--- src/lpm_pkg.sv ---
package lpm_pkg;

  // ---------------------------------------------------------------
  // Power states
  // ---------------------------------------------------------------
  typedef enum logic [2:0] {
    ST_ACTIVE,
    ST_SLEEP,
    ST_DEEP_SLEEP,
    ST_HIBERNATE,
    ST_STOP
  } power_state_t;

  // ---------------------------------------------------------------
  // Reset cause encoding
  // ---------------------------------------------------------------
  typedef enum logic [1:0] {
    CAUSE_POWER_CYCLE,
    CAUSE_HIBERNATE_WAKE,
    CAUSE_WAKE_PIN,
    CAUSE_COUNTER_RESET
  } reset_cause_t;

  localparam logic [1:0] RESET_CAUSE_RST = 2'h0;

  // ---------------------------------------------------------------
  // Wake sources
  // ---------------------------------------------------------------
  typedef struct packed {
    logic i2c_match;
    logic counter_irq;
    logic gpio_irq;
    logic ct_comp_irq;
    logic lp_comp_irq;
  } wake_src_t;

  localparam int WAKE_SRC_W = 5;
  localparam logic [4:0] WAKE_SRC_RST = 5'h00;

  // ---------------------------------------------------------------
  // Software requests
  // ---------------------------------------------------------------
  typedef struct packed {
    logic sleep_req;
    logic deep_sleep_entry_request;
    logic hibernate_entry_request;
    logic stop_entry_request;
    logic io_freeze_request;
    logic io_unfreeze_request;
  } sw_req_t;

  // ---------------------------------------------------------------
  // Clock and domain enables
  // ---------------------------------------------------------------
  typedef struct packed {
    logic cpu_run;
    logic hf_clk_en;
    logic hf_periph_en;
    logic lf_clk_en;
    logic serial_comm_block_en;
    logic ct_block_en;
    logic lp_comp_en;
    logic sram_retain;
    logic digital_retain;
  } domain_en_t;

  // ---------------------------------------------------------------
  // Timing
  // ---------------------------------------------------------------
  localparam int CLK_HZ          = 50_000_000;
  localparam int HOLDOFF_CYCLES  = 16;
  localparam int CNT_W           = 16;
  localparam int NUM_COUNTERS    = 2;

endpackage : lpm_pkg

--- src/sleep_wake_counter.sv ---
`timescale 1ns/1ns
module sleep_wake_counter
  import lpm_pkg::*;
#(
  parameter int N = NUM_COUNTERS,
  parameter int W = CNT_W
) (
  input  wire logic           clk,
  input  wire logic           rst_n,
  input  wire logic           lf_run,
  input  wire logic [N-1:0]   cnt_en,
  input  wire logic [N*W-1:0] cnt_limit,
  input  wire logic [N-1:0]   irq_en,
  input  wire logic [N-1:0]   rst_en,
  output logic                irq_evt,
  output logic                rst_evt
);

  logic [N*W-1:0] cnt_q;
  logic [N-1:0]   hit;

  // ---------------------------------------------------------------
  // Independent counters on the low-speed oscillator.
  // ---------------------------------------------------------------
  always_ff @(posedge clk) begin
    if (!rst_n) begin
      cnt_q <= '0;
    end else if (lf_run) begin
      for (int i = 0; i < N; i++) begin
        if (!cnt_en[i] || hit[i]) begin
          cnt_q[i*W +: W] <= '0;
        end else begin
          cnt_q[i*W +: W] <= cnt_q[i*W +: W] + W'(1);
        end
      end
    end
  end

  always_comb begin
    for (int i = 0; i < N; i++) begin
      hit[i] = lf_run && cnt_en[i] &&
               (cnt_q[i*W +: W] == cnt_limit[i*W +: W]);
    end
  end

  always_ff @(posedge clk) begin
    if (!rst_n) begin
      irq_evt <= 1'b0;
      rst_evt <= 1'b0;
    end else begin
      irq_evt <= |(hit & irq_en);
      rst_evt <= |(hit & rst_en);
    end
  end

endmodule : sleep_wake_counter

--- src/low_power_mode_controller.sv ---
`timescale 1ns/1ns
// What this block does
// - Deep sleep switches off high-frequency clocks and their peripherals.
// - Low-speed oscillator runs in deep sleep and clocks wake counters.
// - Serial block watches I2C in deep sleep; address match wakes.
// - Deep sleep exits on I2C, counter, GPIO, CT or LP comparator.
// - Each counter may raise an interrupt, a reset, or both.
// - Early deep sleep request enters sleep, then deep sleep after hold-off.
// - Enabled wake interrupt returns to active without reset.
// - Hibernate stops clocks, keeps SRAM and digital block state.
// - Pin or LP comparator wakes hibernate by reset keeping retained state.
// - Reset cause distinguishes hibernate wake from other resets.
// - Interrupt state of the hibernate wake source survives the reset.
// - Software may freeze pins before hibernate; unfreeze needed after.
// - Stop disables all and loses state; frozen pins hold.
// - Of the wake sources only the wake pin leaves stop; its edge is selectable.
// - Stop entry freezes all pins by itself.
// - Stop exits on wake pin, reset pin low, or power cycle, by reset.
// - After stop exit, cause says wake pin or power cycle.
// - After wake pin reset, pins stay frozen until explicit unfreeze.
// - Power cycle or reset pin low ends any mode, drops retained state.
// - Reset pin clears frozen pins; wake cause is lost.
// - Sleep halts the processor; any interrupt wakes it.
// - Frozen pins stay locked until unfrozen in active mode or cleared by reset pin low or power cycle.
module low_power_mode_controller
  import lpm_pkg::*;
#(
  parameter int HOLDOFF = HOLDOFF_CYCLES,
  parameter int NCNT    = NUM_COUNTERS,
  parameter int CW      = CNT_W
) (
  input  wire logic              clk,
  input  wire logic              rst_n,
  input  wire logic              power_good,
  input  wire logic              external_reset_pin_n,
  input  wire logic              dedicated_wake_pin,
  input  wire logic              wake_edge_select,
  input  wire logic              system_ready,
  input  wire lpm_pkg::sw_req_t  sw_req,
  input  wire logic              any_irq,
  input  wire lpm_pkg::wake_src_t wake_src,
  input  wire lpm_pkg::wake_src_t wake_irq_en,
  input  wire logic [NCNT-1:0]   cnt_en,
  input  wire logic [NCNT*CW-1:0] cnt_limit,
  input  wire logic [NCNT-1:0]   cnt_irq_en,
  input  wire logic [NCNT-1:0]   cnt_rst_en,
  output lpm_pkg::power_state_t  power_state,
  output lpm_pkg::domain_en_t    domain_en,
  output logic                   io_frozen,
  output logic                   device_reset,
  output logic                   retained_valid,
  output lpm_pkg::reset_cause_t  reset_cause_query,
  output lpm_pkg::wake_src_t     wake_latch,
  output logic                   wake_irq
);

  // ---------------------------------------------------------------
  // Pin synchronisers.
  // ---------------------------------------------------------------
  logic [2:0] pin_s1_q;
  logic [2:0] pin_s2_q;
  logic       wpin_prev_q;
  logic       external_reset_pin_n_s;
  logic       pgood_s;
  logic       wpin_s;

  always_ff @(posedge clk) begin
    if (!rst_n) begin
      pin_s1_q <= 3'h0;
      pin_s2_q <= 3'h0;
    end else begin
      pin_s1_q <= {power_good, external_reset_pin_n, dedicated_wake_pin};
      pin_s2_q <= pin_s1_q;
    end
  end

  assign pgood_s  = pin_s2_q[2];
  assign external_reset_pin_n_s = pin_s2_q[1];
  assign wpin_s   = pin_s2_q[0];

  always_ff @(posedge clk) begin
    if (!rst_n) begin
      wpin_prev_q <= 1'b0;
    end else begin
      wpin_prev_q <= wpin_s;
    end
  end

  // ---------------------------------------------------------------
  // Hard reset and wake pin edge.
  // ---------------------------------------------------------------
  logic hard_rst;
  logic wpin_edge;
  logic armed_q;

  // The synchronisers come out of reset low, so the hard reset is
  // held off until both pins have been sampled high once.
  always_ff @(posedge clk) begin
    if (!rst_n) begin
      armed_q <= 1'b0;
    end else if (pgood_s && external_reset_pin_n_s) begin
      armed_q <= 1'b1;
    end
  end

  assign hard_rst  = armed_q && (!pgood_s || !external_reset_pin_n_s);
  assign wpin_edge = wake_edge_select ? (wpin_s && !wpin_prev_q)
                                      : (!wpin_s && wpin_prev_q);

  // ---------------------------------------------------------------
  // Wake counters.
  // ---------------------------------------------------------------
  logic       lf_run;
  logic       cnt_irq;
  logic       cnt_rst;
  power_state_t state_q;

  assign lf_run = (state_q != ST_HIBERNATE) && (state_q != ST_STOP);

  sleep_wake_counter #(
    .N (NCNT),
    .W (CW)
  ) u_counter (
    .clk       (clk),
    .rst_n     (rst_n),
    .lf_run    (lf_run),
    .cnt_en    (cnt_en),
    .cnt_limit (cnt_limit),
    .irq_en    (cnt_irq_en),
    .rst_en    (cnt_rst_en),
    .irq_evt   (cnt_irq),
    .rst_evt   (cnt_rst)
  );

  // ---------------------------------------------------------------
  // Wake decode.
  // ---------------------------------------------------------------
  wake_src_t live_src;
  wake_src_t ds_wake;
  wake_src_t hib_wake;

  always_comb begin
    live_src             = wake_src;
    live_src.counter_irq = wake_src.counter_irq | cnt_irq;
    ds_wake              = live_src & wake_irq_en;
    hib_wake             = WAKE_SRC_RST;
    hib_wake.gpio_irq    = live_src.gpio_irq & wake_irq_en.gpio_irq;
    hib_wake.lp_comp_irq = live_src.lp_comp_irq & wake_irq_en.lp_comp_irq;
  end

  // ---------------------------------------------------------------
  // Power state machine.
  // ---------------------------------------------------------------
  logic [CW-1:0] hold_q;
  logic          ds_pending_q;
  logic          soft_rst;

  always_ff @(posedge clk) begin
    if (!rst_n || hard_rst) begin
      state_q <= ST_ACTIVE;
    end else begin
      unique case (state_q)
        ST_ACTIVE: begin
          if (sw_req.stop_entry_request) begin
            state_q <= ST_STOP;
          end else if (sw_req.hibernate_entry_request) begin
            state_q <= ST_HIBERNATE;
          end else if (sw_req.deep_sleep_entry_request) begin
            state_q <= system_ready ? ST_DEEP_SLEEP : ST_SLEEP;
          end else if (sw_req.sleep_req) begin
            state_q <= ST_SLEEP;
          end
        end
        ST_SLEEP: begin
          if (any_irq || cnt_irq || cnt_rst) begin
            state_q <= ST_ACTIVE;
          end else if (ds_pending_q && hold_q == '0) begin
            state_q <= ST_DEEP_SLEEP;
          end
        end
        ST_DEEP_SLEEP: begin
          if ((|ds_wake) || cnt_rst) begin
            state_q <= ST_ACTIVE;
          end
        end
        ST_HIBERNATE: begin
          if (|hib_wake) begin
            state_q <= ST_ACTIVE;
          end
        end
        ST_STOP: begin
          if (wpin_edge) begin
            state_q <= ST_ACTIVE;
          end
        end
      endcase
    end
  end

  always_ff @(posedge clk) begin
    if (!rst_n || hard_rst) begin
      ds_pending_q <= 1'b0;
      hold_q       <= '0;
    end else if (state_q == ST_ACTIVE && sw_req.deep_sleep_entry_request &&
                 !sw_req.stop_entry_request &&
                 !sw_req.hibernate_entry_request && !system_ready) begin
      ds_pending_q <= 1'b1;
      hold_q       <= CW'(HOLDOFF);
    end else if (state_q != ST_SLEEP) begin
      ds_pending_q <= 1'b0;
    end else if (hold_q != '0) begin
      hold_q <= hold_q - CW'(1);
    end
  end

  // ---------------------------------------------------------------
  // Device reset pulse and reset cause.
  // ---------------------------------------------------------------
  assign soft_rst = ((state_q == ST_HIBERNATE) && (|hib_wake)) ||
                    ((state_q == ST_STOP) && wpin_edge) ||
                    (((state_q == ST_DEEP_SLEEP) ||
                      (state_q == ST_SLEEP)) && cnt_rst);

  always_ff @(posedge clk) begin
    if (!rst_n) begin
      device_reset <= 1'b0;
    end else begin
      device_reset <= soft_rst || hard_rst;
    end
  end

  always_ff @(posedge clk) begin
    if (!rst_n || hard_rst) begin
      reset_cause_query <= reset_cause_t'(RESET_CAUSE_RST);
    end else if (state_q == ST_HIBERNATE && (|hib_wake)) begin
      reset_cause_query <= CAUSE_HIBERNATE_WAKE;
    end else if (state_q == ST_STOP && wpin_edge) begin
      reset_cause_query <= CAUSE_WAKE_PIN;
    end else if (soft_rst) begin
      reset_cause_query <= CAUSE_COUNTER_RESET;
    end
  end

  // ---------------------------------------------------------------
  // Retained wake source and retention.
  // ---------------------------------------------------------------
  always_ff @(posedge clk) begin
    if (!rst_n || hard_rst) begin
      wake_latch <= WAKE_SRC_RST;
    end else if (state_q == ST_HIBERNATE && (|hib_wake)) begin
      wake_latch <= hib_wake;
    end else if (state_q == ST_DEEP_SLEEP && (|ds_wake)) begin
      wake_latch <= ds_wake;
    end
  end

  always_ff @(posedge clk) begin
    if (!rst_n || hard_rst) begin
      retained_valid <= 1'b0;
    end else if (state_q == ST_STOP) begin
      retained_valid <= 1'b0;
    end else if (state_q == ST_HIBERNATE) begin
      retained_valid <= 1'b1;
    end else if (state_q == ST_ACTIVE && sw_req.io_unfreeze_request) begin
      retained_valid <= 1'b0;
    end
  end

  always_ff @(posedge clk) begin
    if (!rst_n) begin
      wake_irq <= 1'b0;
    end else begin
      wake_irq <= (state_q == ST_DEEP_SLEEP) && (|ds_wake) && !cnt_rst;
    end
  end

  // ---------------------------------------------------------------
  // I/O freeze.
  // ---------------------------------------------------------------
  always_ff @(posedge clk) begin
    if (!rst_n || hard_rst) begin
      io_frozen <= 1'b0;
    end else if (state_q == ST_ACTIVE && sw_req.stop_entry_request) begin
      io_frozen <= 1'b1;
    end else if (state_q == ST_ACTIVE && sw_req.io_freeze_request) begin
      io_frozen <= 1'b1;
    end else if (state_q == ST_ACTIVE && sw_req.io_unfreeze_request) begin
      io_frozen <= 1'b0;
    end
  end

  // ---------------------------------------------------------------
  // Domain enables.
  // ---------------------------------------------------------------
  always_comb begin
    domain_en = '0;
    unique case (state_q)
      ST_ACTIVE: begin
        domain_en = '1;
        domain_en.sram_retain    = 1'b0;
        domain_en.digital_retain = 1'b0;
      end
      ST_SLEEP: begin
        domain_en = '1;
        domain_en.cpu_run        = 1'b0;
        domain_en.sram_retain    = 1'b0;
        domain_en.digital_retain = 1'b0;
      end
      ST_DEEP_SLEEP: begin
        domain_en.lf_clk_en            = 1'b1;
        domain_en.serial_comm_block_en = 1'b1;
        domain_en.ct_block_en          = 1'b1;
        domain_en.lp_comp_en           = 1'b1;
        domain_en.sram_retain          = 1'b1;
        domain_en.digital_retain       = 1'b1;
      end
      ST_HIBERNATE: begin
        domain_en.lp_comp_en     = 1'b1;
        domain_en.sram_retain    = 1'b1;
        domain_en.digital_retain = 1'b1;
      end
      ST_STOP: begin
        domain_en = '0;
      end
    endcase
  end

  assign power_state = state_q;

endmodule : low_power_mode_controller

--- config.mk ---
export PLATFORM = sky130hd
export DESIGN_NAME = low_power_mode_controller
export DESIGN_NICKNAME = d
export VERILOG_FILES = /design/src/lpm_pkg.sv /design/src/sleep_wake_counter.sv /design/src/low_power_mode_controller.sv
export SDC_FILE = /design/constraint.sdc
export NUM_CORES = 1
export LEC_CHECK = 0
export ABC_CLOCK_PERIOD_IN_PS = 5000
export BUFFER_PORTS_ARGS = -buffer_cell sky130_fd_sc_hd__buf_2
export CORE_UTILIZATION = 52
export DETAILED_ROUTE_END_ITERATION = 7
export HOLD_SLACK_MARGIN = 0.02
export PLACE_DENSITY = 0.77
export SLEW_MARGIN = 10
export SYNTH_ARGS = -nofsm -noshare
export SYNTH_HDL_FRONTEND = slang
export SYNTH_HIERARCHICAL = 1
export SYNTH_SLANG_ARGS = --single-unit
--- constraint.sdc ---
create_clock -name clk -period 5 [get_ports clk]
set_input_delay 0.75 -clock clk [delete_from_list [all_inputs] [get_ports clk]]
set_output_delay 0.75 -clock clk [all_outputs]
set_load 0.01 [all_outputs]
* Word-level counts from Yosys, hierarchy flattened
Index checks and enable logic that the tools add are counted.
** Operators by class
- Reduce and logical (&&, ||, !) cells :: 67
- Muxes and demuxes :: 31
- Add/sub/neg operators :: 3
- Bitwise operators :: 7
- Equality and inequality tests :: 15
** Operator list (count)
- 3-bit two-way mux :: 12
- 16-bit by 1-bit adder with 16-bit output, second input constant :: 2
- 16-bit equality test :: 2
- 16-bit two-way mux :: 2
- 1-bit logical AND :: 22
- 16-bit logical NOT :: 1
- 16-bit nonzero test :: 1
- 2-bit OR reduction :: 8
- 16-bit by 1-bit subtractor with 16-bit output, second input constant :: 1
- 5-bit two-way mux :: 3
- 3-bit one-hot mux with 5 select lines :: 1
- 1-bit logical NOT :: 11
- 1-bit logical OR :: 11
- 2-bit nonzero test :: 5
- 3-bit one-hot mux with 3 select lines :: 1
- 1-bit two-way mux :: 8
- 3-bit by 2-bit equality test with 1-bit output, second input constant :: 2
- 2-bit two-way mux :: 3
- 2-bit != test, second input constant :: 3
- 3-bit != test, second input constant :: 2
- 3-bit one-hot mux with 2 select lines :: 1
- 3-bit nonzero test :: 2
- 5-bit bitwise AND :: 1
- 5-bit != test, second input constant :: 1
- 14 further kinds :: 17
** Storage, ports and cells
- Bits of input ports :: 62
- Logic and storage cells :: 145
- Bits in registers :: 73

* Logic depth before layout (Yosys ltp)
- Depth in word-level cells :: 9
- Depth in mapped cells :: 10
- Mapped depth without buffers :: 7

* By module
The synthesis kept the hierarchy.
** Modules (own cells, without submodules)
- sleep_wake_counter :: times used 1, area each 1923.1 um2, seq. area each 680.7 um2, cells an instance 221
- low_power_mode_controller :: times used 1, area each 1860.5 um2, seq. area each 780.7 um2, cells an instance 216

* Worst setup path before layout
No wires, ideal clock.
- Path kind :: register to register
- From :: reg state_q[0], in the netlist power_state[0]
- To :: reg u_counter.cnt_q[13]
- Arrival time :: 2.028 ns
- Stages on the path, launching flop included :: 10
- Library setup time :: 0.115 ns
- Path slack :: 2.857 ns
- Path buffers :: 2
- Clock period less this slack :: 2.143 ns
- Cells stage by stage :: dfxtp_1 -> clkbuf_1 -> nor2_1 -> a21oi_1 -> clkbuf_2 -> nand4_1 -> nor3_1 -> and3_1 -> xnor2_1 -> nor2_1
** On the way
- Word-level cells in the longest chain between the ends :: 6
** RTL lines
- start, declared :: line low_power_mode_controller.sv:116 : power_state_t state_q;
- start signal, assigned :: line low_power_mode_controller.sv:169 : state_q <= system_ready ? ST_DEEP_SLEEP : ST_SLEEP;
- 3-bit by 2-bit != test with 1-bit output / 3-bit != test (equally long branches) :: line low_power_mode_controller.sv:118 : assign lf_run = (state_q != ST_HIBERNATE) && (state_q != ST_STOP);
- 1-bit logical AND (*) :: line low_power_mode_controller.sv:118
- net lf_run :: line low_power_mode_controller.sv:113 : logic lf_run;
- 1-bit logical AND (2 in a row) :: line sleep_wake_counter.sv:41 : hit[i] = lf_run && cnt_en[i] &&
- 1-bit logical OR :: line sleep_wake_counter.sv:30 : if (!cnt_en[i] || hit[i]) begin
- 16-bit two-way mux :: line sleep_wake_counter.sv:30
- end signal, assigned by index :: line sleep_wake_counter.sv:33 : cnt_q[i*W +: W] <= cnt_q[i*W +: W] + W'(1);
- end, declared :: line sleep_wake_counter.sv:19 : logic [N*W-1:0] cnt_q;
Mark *: on every way through the listed nets, which the timed path passes. The rest lies on a longest branch.
A chain may end at the register's enable or synchronous reset.

* Worst setup path after layout
- From :: reg state_q[2], in the netlist power_state[2]
- To :: reg u_counter.cnt_q[13]
The elaborated chain is that of the path after synthesis.

==> run metrics <==
Leakage 1.72 nW; Final #Nets 581; critical path data arrival time 2.75 ns; final setup skew 0.00691 ns; worst hold path type reg2reg; clk buf depth 2; Area contributors post-synth dfxtp_1 39%, xnor2_1 11%, nor2_1 6.2%; Site Rows 30; Max Cap Violations 0; DR vias 3290; number of CTS-inserted buffers 9; Reg clk slew, reported paths 0.08 ns; Worst setup EP type flip-flop; grt ovf 0; Reg2Reg Depth 8; layout cell share with drive strength beyond 1 22.5%; worst slew pin tran 0.636 ns; maximum VDD drop 187 uV; GPL Wtd Cong 0.914; total wire length 8.17 mm; DP HPWL 6.21 mm; Crit. path cell count 8; critical setup path kind reg2reg; Clock Latency Late Sink 0.35 ns; Worst Hold Path Cells 1; status completed; Fmax 0.394 GHz; Post-Syn Instances 437; end-of-flow core utilization 64.1%; n_diodes 0; global-route wire length before repair 13.1 mm; crit path max fanout 17; ys flop type dfxtp_1; root buffer cell clkbuf_8; Total GRT Usage 22.1%; sequential-to-total area share from yosys stat 38.6%; DRC viols 0; Die W 87.3 um; Post-synth EDFFs 0; Worst path slowest cell dfxtp_1; Syn-to-layout area delta 17.0%; Final Hold Viols 0; initial antenna violation count 0; Synth area leader dfxtp_1; largest net degree at the start of global routing 18; crit share post-route 50.8%; slew margin rel. 57.6%; Yosys Warn Count 6; reg2reg setup slack 2.46 ns; post_cts resized 0; post-synth cell types 57; Ports 85; register bit total from synthesis 73; Power Density 385 nW/um^2; RSZ-0062 raised after global routing false; WP buf/inv 1; delay-heaviest family, CP simple AND/OR/NAND/NOR gates; Chip Height 87.3 um; H-tree depth 3; # port buffers 84; CTS tree built; asr flop ratio synth 0%; Mapped Nets 503; Tmin final 2.54 ns; mean number of vias per cell 5.34; CTS sink count 73; first drt pass iteration count 4; First DRT Iteration DRCs 114; Wirelength per Cell 13.3 um; core area 6910 um^2; post-synth top area share 38.6%; CTS Hold Bufs 0; crit-path cells and3b_1, a21oi_1, buf_4, nand4_1, nor3_1, and3_1, xnor2_1, nor2_1; vias in the first global route 2979; Post-DRT Antenna Nets 0; Setup-failing EPs final 0; Slew Limit Fails 0; Worst path max stage delay 0.64 ns; CP Data Required Time 5.21 ns; setup bufs post-CTS 0; area of the mapped netlist 3780 um^2; Initial Utilization 54.8%; die area 7620 um^2; Mean Syn Cell Area 8.66 um^2; crit path launch type flip-flop; TNS Setup 0 ns
## state kept, by name, summed over array words and instances (netlist names)
name               cells
u_counter/cnt_q       32
hold_q                16
wake_latch             5
pin_s1_q               3
pin_s2_q               3
power_state            3
reset_cause_query      2
armed_q                1
device_reset           1
ds_pending_q           1
io_frozen              1
retained_valid         1
u_counter/irq_evt      1
u_counter/rst_evt      1
wake_irq               1
wpin_prev_q            1
## layout by cell type, fill, tap and decap left out, types with 3 or more instances in the layout
cell type,n
dfxtp_1,73
or3_1,5
and2_1,12
nor4_1,7
a31oi_1,3
xor2_1,25
nand4_1,20
nor3b_1,3
a21boi_0,3
a22oi_1,4
nor2_1,62
clkinvlp_4,3
buf_2,84
a21oi_1,20
nor3_1,12
clkbuf_8,9
nand3_1,15
nand2b_1,3
ha_1,4
o21ai_0,8
inv_1,9
nand2_1,34
xnor2_1,49
and3_1,7
## cell type report
class / count / area [um^2]
Clock inverter: 7 / 78.8
Sequential cell: 73 / 1460
Multi-Input combinational cell: 337 / 2180
Timing Repair Buffer: 85 / 428
Fill cell: 635 / 2480
Tap cell: 96 / 120
Clock buffer: 9 / 124
Inverter: 9 / 33.8
## synth_stat cells (2+ instances only)
cell type and instances:
mux2_2 2, nor3_1 12, nor3b_1 3, nor2b_1 2
nand2_1 34, xor2_1 25, and2_1 12, buf_6 3
nand4_1 20, o21ai_0 8, o31ai_1 2, mux2i_1 2
a31oi_1 3, buf_4 4, nand3b_1 2, a22oi_1 4
nor4_4 2, a21oi_1 20, ha_1 4, xnor2_1 49
a21o_1 2, nand2b_1 3, or2_2 2, clkbuf_2 3
or3_1 5, a21boi_0 3, dfxtp_1 73, and3_1 7
clkbuf_1 8, inv_1 9, o2bb2ai_1 2, nor4_1 7
nand3_1 15, nor2_1 62
## path summary, 6_finish.rpt
path                  start                   to
max          power_state[2]  u_counter/cnt_q[13]
min             pin_s1_q[0]          pin_s2_q[0]
max reg2reg  power_state[2]  u_counter/cnt_q[13]
min reg2reg     pin_s1_q[0]          pin_s2_q[0]
## per-stage QoR
step / instances / instance area, um^2 / hold WS, ns / power (mW) / setup slack, ns
floorplan: 437 / 3780 / 0.412 / 1.11 / 2.86
detailed placement: 600 / 4220 / 0.419 / 1.25 / 2.52
CTS: 616 / 4430 / 0.442 / 1.72 / 2.46
finish: 616 / 4430 / 0.439 / 1.70 / 2.46
global placement: 600 / 4220 / 0.415 / 1.23 / 2.60
global route: 616 / 4430 / 0.464 / 1.81 / 2.28
## cells by family after synthesis
family	share of synthesized area, %
compound gates	9.26
xor+xnor	17.1
fa+ha+maj	1.32
buf+inv	3.77
flops	38.6
mux	1.12
simple gates	28.8
## where the power goes
part / leakage [nW] / switching [mW] / internal, mW
logic: 1.04 / 0.322 / 0.221
clock network: 0.0925 / 0.235 / 0.234
registers: 0.591 / 0.0660 / 0.626
## per-layer routing
layer  track usage [%]  up-vias  wire [um]
li1                  -     1665          -
met1              27.0     1513       3690
met2              38.3      102       4000
met3              3.89       10        363
met4              8.94        0        109
met5                 0        -          0
Power figures use the tool's default switching activity.
